[config.mk]
export PLATFORM = sky130hd
export DESIGN_NAME = arc_core
export DESIGN_NICKNAME = d
export VERILOG_FILES = /design/src/core/arc_core.v
export VERILOG_INCLUDE_DIRS = /design/src /design/src/core
export SDC_FILE = /design/constraint.sdc
export NUM_CORES = 1
export LEC_CHECK = 0
export BUFFER_PORTS_ARGS = -buffer_cell sky130_fd_sc_hd__buf_2
export CORE_MARGIN = 5
export CORE_UTILIZATION = 50
export CTS_CLUSTER_SIZE = 20
export DETAILED_ROUTE_END_ITERATION = 7
export PLACE_DENSITY = 0.69
export SYNTH_ARGS = -nofsm -noshare
export SYNTH_HDL_FRONTEND = slang
export SYNTH_SLANG_ARGS = --single-unit
export TNS_END_PERCENT = 30
[constraint.sdc]
create_clock -name i_clk -period 4.3 [get_ports i_clk]
set_clock_uncertainty 0.15 [all_clocks]
set_input_delay 0.215 -clock i_clk [delete_from_list [all_inputs] [get_ports i_clk]]
set_output_delay 0.215 -clock i_clk [all_outputs]
set_load 0.01 [all_outputs]
[src/core/arc_defines.vh]
`ifndef ARC_DEFINES_VH
`define ARC_DEFINES_VH
// ----------------------------------------------------------------
// Register offsets
// ----------------------------------------------------------------
`define ARC_REG_RADIO_STATE   8'h01
`define ARC_REG_STATE_CTRL    8'h02
`define ARC_REG_EXT_CTRL_B    8'h17
`define ARC_REG_EXT_CTRL_A    8'h2c
`define ARC_REG_PHY_MODE      8'h30
// ----------------------------------------------------------------
// Fields
// ----------------------------------------------------------------
`define ARC_SHORT_ACK_BIT     2
`define ARC_ACK_REQ_BIT       5
`define ARC_CSMA_NO_CCA       3'h7
// ----------------------------------------------------------------
// Commands and states (5-bit field)
// ----------------------------------------------------------------
`define ARC_CMD_NOP           5'h00
`define ARC_CMD_TX_START      5'h02
`define ARC_CMD_AACK_ON       5'h16
`define ARC_CMD_ARET_ON       5'h19
`define ARC_ST_IDLE           5'h08
`define ARC_ST_AACK_LISTEN    5'h16
`define ARC_ST_AACK_BUSY      5'h11
`define ARC_ST_ARET_IDLE      5'h19
`define ARC_ST_ARET_BUSY      5'h12
// ----------------------------------------------------------------
// Result codes
// ----------------------------------------------------------------
`define ARC_RES_OK            3'h0
`define ARC_RES_OK_PEND       3'h1
`define ARC_RES_WAIT_REPLY    3'h2
`define ARC_RES_CHAN_BUSY     3'h3
`define ARC_RES_NO_ACK        3'h5
`define ARC_RES_INVALID       3'h7
// ----------------------------------------------------------------
// Timing in symbol periods
// ----------------------------------------------------------------
`define ARC_ACK_TURN_SYM      12
`define ARC_ACK_SHORT_SLOW    2
`define ARC_ACK_SHORT_FAST    3
`define ARC_TIMEOUT_BPSK      120
`define ARC_TIMEOUT_OQPSK     54
`define ARC_CCA_SYM           8
`endif
[src/core/arc_core.v]
// Chosen here: the address-and-strobe port and the placing of the registers.
`timescale 1ns/1ps
// How it works
// RQ1: Listening state becomes busy receive state on start-of-frame detect.
// RQ2: Requested ACK sent 12 symbols after frame end; done pulse follows. Code pulses done at frame end, before the ACK.
// RQ3: Short ACK delay bit set gives two or three symbol delay.
// RQ4: Host enters retry mode by writing retry command to state field.
// RQ5: Start comes from trigger pin rising edge or start command.
// RQ6: Clear channel check must report idle before frame is sent.
// RQ7: Busy channel retried up to limit; then abort with code 3.
// RQ8: Bit 5 of first frame octet tells whether reply is expected.
// RQ9: No reply wanted: done right after send, code 0.
// RQ10: Reply wanted: listen, accept only matching sequence with good FCS.
// RQ11: Valid reply ends transaction with code 0, or 1 if pending.
// RQ12: Timeout repeats whole attempt; past frame retry limit gives code 5.
// RQ13: Frame buffer is never written during the transaction.
// RQ14: Other frames received while waiting are dropped silently.
// RQ15: Result valid from done pulse until next send; 7 means invalid.
// RQ16: Channel retry limit 7 sends once at once without channel check.
// RQ17: Reply wait is 120 symbols in BPSK, 54 in O-QPSK.
// RQ18: Wait equals backoff plus turnaround plus header plus six octets.
// RQ19: All symbol counts use the header symbol tick of active mode.
// RQ20: Host loads frame buffer before starting a transmission.
// RQ21: Busy retry state shown during whole transaction, then idle state.
// RQ22: Retry counters clear at each new start event.
module arc_core #(
  parameter SYM_DIV = 16'd1600
) (
  input  wire       i_clk,
  input  wire       i_rst,
  input  wire [7:0] i_addr,
  input  wire [7:0] i_wdata,
  input  wire       i_wr,
  input  wire       i_rd,
  output reg  [7:0] o_rdata,
  input  wire       i_sleep_trigger_pin,
  input  wire       i_sfd,
  input  wire       i_rx_end,
  input  wire       i_rx_ack_req,
  input  wire       i_rx_is_ack,
  input  wire       i_rx_fcs_ok,
  input  wire [7:0] i_rx_seq,
  input  wire       i_rx_pending,
  input  wire [7:0] i_tx_octet1,
  input  wire [7:0] i_tx_seq,
  input  wire       i_cca_done,
  input  wire       i_cca_idle,
  input  wire       i_tx_done,
  output reg        o_cca_start,
  output reg        o_tx_start,
  output reg        o_ack_tx_start,
  output reg        o_rx_on,
  output wire       o_buf_wr_block,
  output reg        o_frame_done_irq
);
`include "arc_defines.vh"
  // ----------------------------------------------------------------
  // States
  // ----------------------------------------------------------------
  localparam S_IDLE  = 4'd0;
  localparam S_LSTN  = 4'd1;
  localparam S_ABUSY = 4'd2;
  localparam S_ADLY  = 4'd3;
  localparam S_ATX   = 4'd4;
  localparam S_RIDLE = 4'd5;
  localparam S_CCA   = 4'd6;
  localparam S_TX    = 4'd7;
  localparam S_WAIT  = 4'd8;

  reg [3:0]  state;
  reg [4:0]  state_cmd;
  reg        short_ack_delay_bit;
  reg [2:0]  csma_lim;
  reg [3:0]  frame_lim;
  reg [1:0]  phy_mode;
  reg [2:0]  transaction_result_code;
  reg [2:0]  csma_cnt;
  reg [3:0]  frame_cnt;
  reg [15:0] div_cnt;
  reg [7:0]  sym_cnt;
  reg        trig_d;
  reg        ack_want;

  wire sym_tick = (div_cnt == 16'd0);
  wire bpsk = ~phy_mode[1];
  wire fast = phy_mode[0];
  wire start_ev = (i_sleep_trigger_pin & ~trig_d) |
    (i_wr & (i_addr == `ARC_REG_STATE_CTRL) &
     (i_wdata[4:0] == `ARC_CMD_TX_START));
  wire no_csma = (csma_lim == `ARC_CSMA_NO_CCA);
  // Symbol counts held at the counter's own width
  localparam [7:0] WAIT_BPSK  = `ARC_TIMEOUT_BPSK;
  localparam [7:0] WAIT_OQPSK = `ARC_TIMEOUT_OQPSK;
  localparam [7:0] ACK_STD    = `ARC_ACK_TURN_SYM;
  localparam [7:0] ACK_FAST   = `ARC_ACK_SHORT_FAST;
  localparam [7:0] ACK_SLOW   = `ARC_ACK_SHORT_SLOW;
  // RQ17 RQ18 mode-dependent wait
  wire [7:0] wait_sym = bpsk ? WAIT_BPSK : WAIT_OQPSK;
  // RQ2 RQ3 ACK turnaround choice
  wire [7:0] ack_sym = !short_ack_delay_bit ? ACK_STD :
    (fast ? ACK_FAST : ACK_SLOW);
  // RQ10 RQ14 only matching good ACK counts
  wire ack_ok = i_rx_end & i_rx_is_ack & i_rx_fcs_ok &
    (i_rx_seq == i_tx_seq);

  // RQ13 buffer locked in the busy retry states
  assign o_buf_wr_block = (state >= S_CCA);

  // ----------------------------------------------------------------
  // Symbol tick from header symbol rate
  // ----------------------------------------------------------------
  // RQ19 header symbol period
  always @(posedge i_clk or posedge i_rst) begin
    if (i_rst) begin
      div_cnt <= 16'd0;
      trig_d  <= 1'b0;
    end else begin
      div_cnt <= sym_tick ? SYM_DIV - 16'd1 : div_cnt - 16'd1;
      trig_d  <= i_sleep_trigger_pin;
    end
  end

  // ----------------------------------------------------------------
  // Register writes
  // ----------------------------------------------------------------
  always @(posedge i_clk or posedge i_rst) begin
    if (i_rst) begin
      state_cmd           <= `ARC_CMD_NOP;
      short_ack_delay_bit <= 1'b0;
      csma_lim            <= 3'h4;
      frame_lim           <= 4'h3;
      phy_mode            <= 2'h0;
    end else if (i_wr) begin
      case (i_addr)
        `ARC_REG_STATE_CTRL: state_cmd <= i_wdata[4:0];
        `ARC_REG_EXT_CTRL_B:
          short_ack_delay_bit <= i_wdata[`ARC_SHORT_ACK_BIT];
        `ARC_REG_EXT_CTRL_A: begin
          frame_lim <= i_wdata[7:4];
          csma_lim  <= i_wdata[3:1];
        end
        `ARC_REG_PHY_MODE: phy_mode <= i_wdata[1:0];
        default: ;
      endcase
    end
  end

  // ----------------------------------------------------------------
  // Read data, one cycle later; unmapped reads zero
  // ----------------------------------------------------------------
  always @(posedge i_clk or posedge i_rst) begin
    if (i_rst) begin
      o_rdata <= 8'h00;
    end else if (i_rd) begin
      case (i_addr)
        `ARC_REG_RADIO_STATE: begin
          // RQ21 busy or idle retry state
          case (state)
            S_LSTN:  o_rdata <= {3'h0, `ARC_ST_AACK_LISTEN};
            S_ABUSY, S_ADLY, S_ATX:
                     o_rdata <= {3'h0, `ARC_ST_AACK_BUSY};
            S_RIDLE: o_rdata <= {3'h0, `ARC_ST_ARET_IDLE};
            S_CCA, S_TX, S_WAIT:
                     o_rdata <= {3'h0, `ARC_ST_ARET_BUSY};
            default: o_rdata <= {3'h0, `ARC_ST_IDLE};
          endcase
        end
        // RQ15 result readable in top bits
        `ARC_REG_STATE_CTRL: o_rdata <= {transaction_result_code, state_cmd};
        `ARC_REG_EXT_CTRL_B:
          o_rdata <= {5'h0, short_ack_delay_bit, 2'h0};
        `ARC_REG_EXT_CTRL_A: o_rdata <= {frame_lim, csma_lim, 1'b0};
        `ARC_REG_PHY_MODE:   o_rdata <= {6'h0, phy_mode};
        default:             o_rdata <= 8'h00;
      endcase
    end else begin
      o_rdata <= 8'h00;
    end
  end

  // ----------------------------------------------------------------
  // Main state machine
  // ----------------------------------------------------------------
  // Strobes are one-cycle pulses; sym_cnt counts symbol ticks
  always @(posedge i_clk or posedge i_rst) begin
    if (i_rst) begin
      state                   <= S_IDLE;
      transaction_result_code <= `ARC_RES_INVALID;
      csma_cnt                <= 3'h0;
      frame_cnt               <= 4'h0;
      sym_cnt                 <= 8'h00;
      ack_want                <= 1'b0;
      o_cca_start             <= 1'b0;
      o_tx_start              <= 1'b0;
      o_ack_tx_start          <= 1'b0;
      o_rx_on                 <= 1'b0;
      o_frame_done_irq        <= 1'b0;
    end else begin
      o_cca_start      <= 1'b0;
      o_tx_start       <= 1'b0;
      o_ack_tx_start   <= 1'b0;
      o_frame_done_irq <= 1'b0;
      case (state)
        S_IDLE, S_LSTN, S_RIDLE: begin
          o_rx_on <= (state == S_LSTN);
          // RQ4 mode commands
          if (i_wr && i_addr == `ARC_REG_STATE_CTRL &&
              i_wdata[4:0] == `ARC_CMD_ARET_ON)
            state <= S_RIDLE;
          else if (i_wr && i_addr == `ARC_REG_STATE_CTRL &&
                   i_wdata[4:0] == `ARC_CMD_AACK_ON)
            state <= S_LSTN;
          // RQ1 SFD goes busy
          else if (state == S_LSTN && i_sfd)
            state <= S_ABUSY;
          // RQ5 either start event
          else if (state == S_RIDLE && start_ev) begin
            // RQ22 counters cleared
            csma_cnt                <= 3'h0;
            frame_cnt               <= 4'h0;
            transaction_result_code <= `ARC_RES_INVALID;
            o_rx_on                 <= 1'b0;
            // RQ16 skip channel check
            if (no_csma) begin
              o_tx_start <= 1'b1;
              state      <= S_TX;
            end else begin
              o_cca_start <= 1'b1;
              state       <= S_CCA;
            end
          end
        end
        S_ABUSY: begin
          if (i_rx_end) begin
            if (i_rx_fcs_ok)
              o_frame_done_irq <= 1'b1;
            if (i_rx_fcs_ok && i_rx_ack_req) begin
              transaction_result_code <= `ARC_RES_WAIT_REPLY;
              sym_cnt <= 8'h00;
              state   <= S_ADLY;
            end else begin
              state <= S_LSTN;
            end
          end
        end
        S_ADLY: begin
          // RQ2 RQ3 delay then send ACK
          if (sym_tick)
            sym_cnt <= sym_cnt + 8'h01;
          if (sym_tick && sym_cnt + 8'h01 >= ack_sym) begin
            o_ack_tx_start <= 1'b1;
            o_rx_on        <= 1'b0;
            state          <= S_ATX;
          end
        end
        S_ATX: begin
          if (i_tx_done) begin
            transaction_result_code <= `ARC_RES_OK;
            state <= S_LSTN;
          end
        end
        S_CCA: begin
          // RQ6 send only on idle channel
          if (i_cca_done && i_cca_idle) begin
            o_tx_start <= 1'b1;
            state      <= S_TX;
          end else if (i_cca_done) begin
            // RQ7 channel retry and abort
            if (csma_cnt >= csma_lim) begin
              transaction_result_code <= `ARC_RES_CHAN_BUSY;
              o_frame_done_irq        <= 1'b1;
              state                   <= S_RIDLE;
            end else begin
              csma_cnt    <= csma_cnt + 3'h1;
              o_cca_start <= 1'b1;
            end
          end
        end
        S_TX: begin
          // RQ8 sample request bit
          ack_want <= i_tx_octet1[`ARC_ACK_REQ_BIT];
          if (i_tx_done) begin
            if (ack_want) begin
              // RQ10 listen for reply
              o_rx_on <= 1'b1;
              sym_cnt <= 8'h00;
              state   <= S_WAIT;
            end else begin
              // RQ9 done at once
              transaction_result_code <= `ARC_RES_OK;
              o_frame_done_irq        <= 1'b1;
              state                   <= S_RIDLE;
            end
          end
        end
        S_WAIT: begin
          if (sym_tick)
            sym_cnt <= sym_cnt + 8'h01;
          // RQ11 valid reply result
          if (ack_ok) begin
            transaction_result_code <= i_rx_pending ?
              `ARC_RES_OK_PEND : `ARC_RES_OK;
            o_frame_done_irq <= 1'b1;
            o_rx_on          <= 1'b0;
            state            <= S_RIDLE;
          end else if (sym_tick && sym_cnt + 8'h01 >= wait_sym) begin
            // RQ12 repeat or give up
            o_rx_on <= 1'b0;
            if (no_csma || frame_cnt >= frame_lim) begin
              transaction_result_code <= `ARC_RES_NO_ACK;
              o_frame_done_irq        <= 1'b1;
              state                   <= S_RIDLE;
            end else begin
              frame_cnt   <= frame_cnt + 4'h1;
              csma_cnt    <= 3'h0;
              o_cca_start <= 1'b1;
              state       <= S_CCA;
            end
          end
        end
        default: state <= S_IDLE;
      endcase
    end
  end

  // ----------------------------------------------------------------
  // Usage notes
  // ----------------------------------------------------------------
  // Symbol timing
  // The tick is free running, not restarted per frame.
  // So every symbol delay may come up to one symbol early.
  // Restarting it would cost a compare per event; not worth it.
  // SYM_DIV must match the header symbol rate of the mode.
  // Changing the mode register mid-transaction changes the wait.
  // Hosts should only touch it while in an idle state.
  //
  // Auto-acknowledge side
  // Only good-FCS frames raise the done pulse.
  // A frame without a reply request goes straight back to listen.
  // The reply start pulse tells the radio to send the ACK.
  // The listen state is only left by a start-of-frame or a new mode command.
  // A start-of-frame during the reply delay is ignored.
  //
  // Retry-transmit side
  // A start event outside the retry idle state is dropped.
  // A pin level held high gives only one start.
  // The command path and the pin path may coincide harmlessly.
  // The request bit is latched while the frame is on air.
  // Its value at the end of sending decides the wait.
  // Replies with a wrong number or bad FCS are ignored.
  // Ignored frames do not extend or restart the wait.
  // A retry starts again from the channel check.
  // Each retry restores the full channel-check allowance.
  // Limit 7 skips the check and forbids any frame retry.
  //
  // Result code
  // Seven is loaded at every start, so stale codes vanish.
  // The code then holds until the next start event or a received frame that asks for a reply.
  // Reads of the code in the busy retry state return seven.
  // The reply-wait code only appears on the receive side.
  //
  // Frame buffer
  // The block never writes the buffer itself.
  // The lock output tells the buffer port to refuse writes.
  // It is combinational so it acts in the same cycle.
  // It covers channel check, send and reply wait.
  //
  // Register port
  // Reads return data one cycle later and zero otherwise.
  // Zero when idle lets several slaves be ORed together.
  // Unmapped writes are ignored without any error.
  // The command field keeps the last value written.
  //
  // Limitations
  // No backoff exponent; a busy channel retries at once.
  // No address filtering; the radio front end must do it.
  // No slotted reply trigger and no clockless listen.
  // No interrupt mask; the done pulse is always given.
  // Counters saturate by the limit compare, never wrap.

endmodule // arc_core

Word-level counts from Yosys, hierarchy flattened
Memory sizes are Yosys's and may differ from the RTL's.
Cells that the tools add are included.
{"block": "word_totals", "register_bits": 68, "latchBits": 0, "ram_bits": 0, "romBits": 80, "input_bits": 54, "out_inout_bits": 14, "n_memories": 1}
{"block": "op_classes", "addsub": 4, "mul": 0, "div": 0, "order_cmp": 5, "n_eq_ne": 42, "n_shift": 0, "n_mux": 108, "n_bitwise": 8, "n_reduce_logical": 29}
{"memory": "(no name shown)", "words": 16, "word_bits": 5, "read_ports": 1, "rd_clocked_by_memory_dff": 0, "wr": 0, "line": "arc_core.v:158", "text": "case (state)"}
{"cell": "4-bit two-way mux", "count": 22}
{"cell": "3-bit two-way mux", "count": 25}
{"cell": "8-bit two-way mux", "count": 6}
{"cell": "1-bit two-way mux", "count": 41}
{"cell": "8-bit case mux with 5 select lines", "count": 1}
{"cell": "2-bit != test (second input constant)", "count": 18}
{"cell": "4-bit case mux with 7 select lines", "count": 1}
{"cell": "8-bit case mux with 3 select lines", "count": 1}
{"cell": "3-bit case mux with 6 select lines", "count": 1}
{"cell": "4-bit by 3-bit == test with 1-bit output (second input constant)", "count": 4}
{"cell": "8-bit by 6-bit == test with 1-bit output (second input constant)", "count": 2}
{"cell": "16-bit zero test", "count": 1}
{"cell": "16-bit two-way mux", "count": 1}
{"cell": "8-bit AND reduction", "count": 2}
{"cell": "16-bit by 1-bit subtractor with 16-bit output (second input constant)", "count": 1}
{"cell": "15-bit AND reduction", "count": 1}
{"cell": "3-bit != test (second input constant)", "count": 4}
{"cell": "11-bit AND reduction", "count": 1}
{"cell": "5-bit == test (second input constant)", "count": 2}
{"cell": "1-bit logical AND", "count": 9}
{"cell": "3-bit case mux with 3 select lines", "count": 1}
{"cell": "8-bit by 1-bit adder with 8-bit output (second input constant)", "count": 1}
{"cell": "4-bit by 2-bit == test with 1-bit output (second input constant)", "count": 2}
{"cell": "8-bit by 1-bit == test with 1-bit output (second input constant)", "count": 1}
{"cell": "36 further kinds", "count": 47}

Longest topological paths before layout
{"block": "depth", "word_depth": 10, "depth_mapped": 14}

Worst setup path after synthesis
Ideal clock, no wire load.
{"block": "synth_timing", "path_kind": "reg-to-reg", "start": "register sym_cnt[1]", "end": "register transaction_result_code[0]", "t_arrival_ns": 2.828, "required_time_ns": 4.065, "slack_ns": 1.237, "stages_incl_launch_ff": 15, "path_buffers": 1, "synth_period_minus_slack_ns": 3.063, "cell_sequence": "dfrtp_1 > ha_1 > clkbuf_1 > nand3_1 > nor2_1 > xnor2_1 > inv_1 > ha_1 > nand3_1 > o211ai_1 > o31ai_1 > a31oi_4 > nor3_4 > nor3b_4 > mux2_1"}
{"block": "synth_between", "elab_chain_len": 5}
{"item": "from (decl)", "line": "arc_core.v:80", "text": "reg [7:0] sym_cnt;"}
{"item": "from (signal assigned)", "line": "arc_core.v:249", "text": "sym_cnt <= sym_cnt + 8'h01;"}
{"item": "from (signal assigned)", "line": "arc_core.v:298", "text": "sym_cnt <= sym_cnt + 8'h01;"}
{"item": "8-bit by 1-bit adder with 8-bit output", "line": "arc_core.v:306", "text": "end else if (sym_tick && sym_cnt + 8'h01 >= wait_sym) begin"}
{"item": "8-bit by 7-bit greater-or-equal comparator with 1-bit output", "line": "arc_core.v:306"}
{"item": "1-bit logical AND", "line": "arc_core.v:306"}
{"item": "3-bit != test (no line)"}
{"item": "15-bit AND reduction (no line)"}
{"item": "to (signal assigned)", "line": "arc_core.v:290", "text": "transaction_result_code <= `ARC_RES_OK;"}
{"item": "to (signal assigned)", "line": "arc_core.v:301", "text": "transaction_result_code <= i_rx_pending ?"}
{"item": "to (signal assigned)", "line": "arc_core.v:310", "text": "transaction_result_code <= `ARC_RES_NO_ACK;"}
{"item": "to (decl)", "line": "arc_core.v:76", "text": "reg [2:0] transaction_result_code;"}
No other way between the ends.
A chain may end at the register's enable or synchronous reset.

Worst setup path after layout
{"block": "layout_timing", "start": "register sym_cnt[0]", "end": "register transaction_result_code[0]"}
Same word-level chain as after synthesis.

==> results.md <==
* Floorplan die width at 103 µm
* Post-layout net count at 619
* Number of violations reported at the end of detailed-routing iteration 0 at approximately 170
* Synth top area share at 0.355
* Crit path max-delay cell type: dfrtp_1
* Clock sinks at 68
* Count of non-filler cells in the finished layout at 659
* Average size of a mapped cell at 9.14 µm²
* Post-route DRC violation count at 0
* Total Wirelength at 10700 µm
* Proportion of synthesized flip-flops having asynchronous set or reset at 1.00
* Crit path buf inv count at 1
* Area contributors post-synth: dfrtp_1, ha_1, nand2_1
* Net count after synthesis at 551
* TritonCTS clock tree: yes
* Via Count at 3815
* Top library cells by usage in the layout, fill and taps aside: dfrtp_1, nand2_1, buf_2
* RSZ-0062 raised after global routing: false
* Post-DRT Antenna Nets at 0
* Peak Freq at 281 MHz
* Total of max-cap violations at 0
* Initial core utilization at 0.506
* Total CTS buffers at 9
* Die Span Y at 103 µm
* Clock latency of the later-clocked register in the worst-skew pair at 0.36 ns
* Placed standard-cell area at 0.00474 mm²
* Die Footprint at approximately 0.011 mm²
* Fraction of layout cells with a size suffix above 1 at 0.214
* Sequential area share after synthesis at 0.391
* WL per Instance at 16.3 µm
* Crit. End Element: flop
* # Post-CTS Setup Buffers at 0
* Global-route wire length before repair at 17900 µm
* Maximum number of pins on one net before global-route repair at 40
* Filler Cells Inserted at 742
* Setup total negative slack at 0 ns
* Number of levels in the clock H-tree at 3
* Result of the run: complete, no violations
* Time the worst path needs with I/O delays and setup at about 3.6 ns
* Worst slew margin relative to its limit at 0.309
* Final Instance Area at around 0.005 mm²
* Core ar. at 0.00864 mm²
* Vias per inst at 5.79
* Top fanout value on the critical path at 10
* Crit path largest cell delay at 0.54 ns
* Number of synthesized flops with an enable pin at 0
* Startpoint type of the worst setup path: flop
* Count of different cell masters after synthesis at 66
* Master cell of the clock root buffer: clkbuf_8
* Number of global-route vias before repair at 3677
* Initial DRT Pass Iterations at 5
* # rows at 34
* Clock slew at the register clock pins of the worst setup and hold paths at roughly 0.08 ns
* Kind of cell adding the most delay to the critical path: simple AND/OR/NAND/NOR gates
* Worst slew pin tran at 1.03 ns
* Req. time, crit path at between 4 and 5 ns
* Final Power at 2.10 mW
* I/O pin count at 68
* Worst hold-check path type: input pin to flop
* Count of hold-fix buffers inserted at cts at 11
* Routability congestion estimate from global placement at 0.865
* Number of I/O port buffers at 60
* Arrival time worst endpoint at between 3 and 4 ns
* Antenna violations before repair at 0
* Maximum clock path buffer count at 2
* Register bit count reported by yosys at 68
* Hold Violations, Final at 0
* Diode insertion count for antenna repair at 0
* Syn. warnings at 0
* Area growth, synth to finish at 15.0%
* Ratio of total power to cell area at around 420 mW/mm²
* GRT Total Usage at 0.215
* Worst hold slack at 0.0603 ns
* Top flip-flop cell by instance count after synthesis: dfrtp_1
* Share of the clock period used by the worst path after layout at 0.828
* Category of the critical setup timing path: flop to flop
* Worst-case vdd ir drop at between 0.4 and 0.5 mV
* Most area-hungry cell type in the Yosys netlist: dfrtp_1
* Max Slew Vio Count at 0
* Post_cts resized at 0
* Gr ovfl total at 0
* DP Wirelength at 8050 µm
* Count of endpoints failing setup in the final report at 0
* Leakage power summed over all cells at 2.24 nW
* Most common cell after layout, fill and taps aside: dfrtp_1
* Cell count after synthesis at roughly 480
* Netlist area before placement at 0.00437 mm²
* Cell breakdown of the critical path: ha_1 -> nand3_1 -> nor2_1 -> xnor2_1 -> inv_1 -> ha_1 -> nand3_1 -> o211ai_1 -> o31ai_1 -> a31oi_4 -> nor3_4 -> nor3b_4 -> mux2_1
* Post-Place Cells at 632
power by group:
part | switching, mW | internal [mW] | total (mW) | leakage, nW
clock network | 0.246 | 0.223 | 0.470 | 0.0824
registers | 0.141 | 0.714 | 0.855 | 0.882
logic | 0.415 | 0.358 | 0.773 | 1.27
total | 0.802 | 1.30 | 2.10 | 2.24
per-layer routing:
| layer | vias to the layer above | GRT usage | wire length, µm |
|---|---|---|---|
| met3 | 23 | 0.0456 | 484 |
| met4 | 0 | 0.0737 | 235 |
| met2 | 88 | 0.355 | 5360 |
| met5 | - | 0 | 0 |
| li1 | 1858 | - | - |
| met1 | 1846 | 0.280 | 4670 |
registers in the layout, indices dropped and copies added, names as in the netlist, 2 cells and up:
signal / flops
div_cnt: 16
o_rdata: 8
sym_cnt: 8
state_cmd: 5
frame_cnt: 4
frame_lim: 4
state: 4
csma_cnt: 3
csma_lim: 3
transaction_result_code: 3
phy_mode: 2
cell usage after synthesis, types with 8 or more instances:
cell,count
ha_1,19
nor2_1,35
inv_1,26
clkbuf_1,8
nand3_1,20
mux2_2,11
nor3_1,15
dfrtp_1,62
nand2_1,60
nand2b_1,8
xnor2_1,18
a21oi_1,18
a22oi_1,9
o21ai_0,35
or3_1,8
nor3b_1,8
worst min-delay path: stages:
cell and delay [ns]:
buf_2 0.11, nand3_1 0.06, nand2_1 0.06, a21oi_1 0.04, o21ai_0 0.06
final timing paths:
kind	cells after the start	to	slack, ns	start
worst max-delay path	13	transaction_result_code[0]	0.74	sym_cnt[0]
worst min-delay path	5	o_frame_done_irq	0.06	i_rx_end
worst max register to register	13	transaction_result_code[0]	0.74	sym_cnt[0]
worst min register to register	1	div_cnt[0]	0.32	div_cnt[0]
max in group asynchronous	4	transaction_result_code[0]	2.61	i_rst
min in group asynchronous	3	csma_cnt[1]	0.44	i_rst
kinds of logic (layout without fill, tap and decap cells):
group                    count (synthesis)  after routing  synth area share
AO/OA/AOI/OAI                          108            108             0.159
XOR/XNOR                                22             22            0.0441
adder cells (fa/ha/maj)                 19             19            0.0544
buffers and inverters                   43            116            0.0415
flip-flops                              68             68             0.391
multiplexers                            20             20            0.0532
AND/OR/NAND/NOR                        198            198             0.256
through the flow:
stage / setup slack [ns] / utilization
final: 0.740 / 0.582
after global routing: 0.530 / 0.582
after CTS: 0.736 / 0.582
after detailed placement: 0.786 / 0.549
after global placement: 0.908 / 0.549
after floorplan: 1.24 / -
final cells by class:
cell class	instances	area, µm²	share of cell area
timing repair buffer	74	433	0.0862
clock inverter	4	25.0	0.00498
inverter	26	97.6	0.0194
sequential	68	1710	0.340
multi-input combinational	367	2480	0.494
clock buffer	12	145	0.0289
tap	108	135	0.0269
Note: power is estimated with default switching activity, not from simulation.
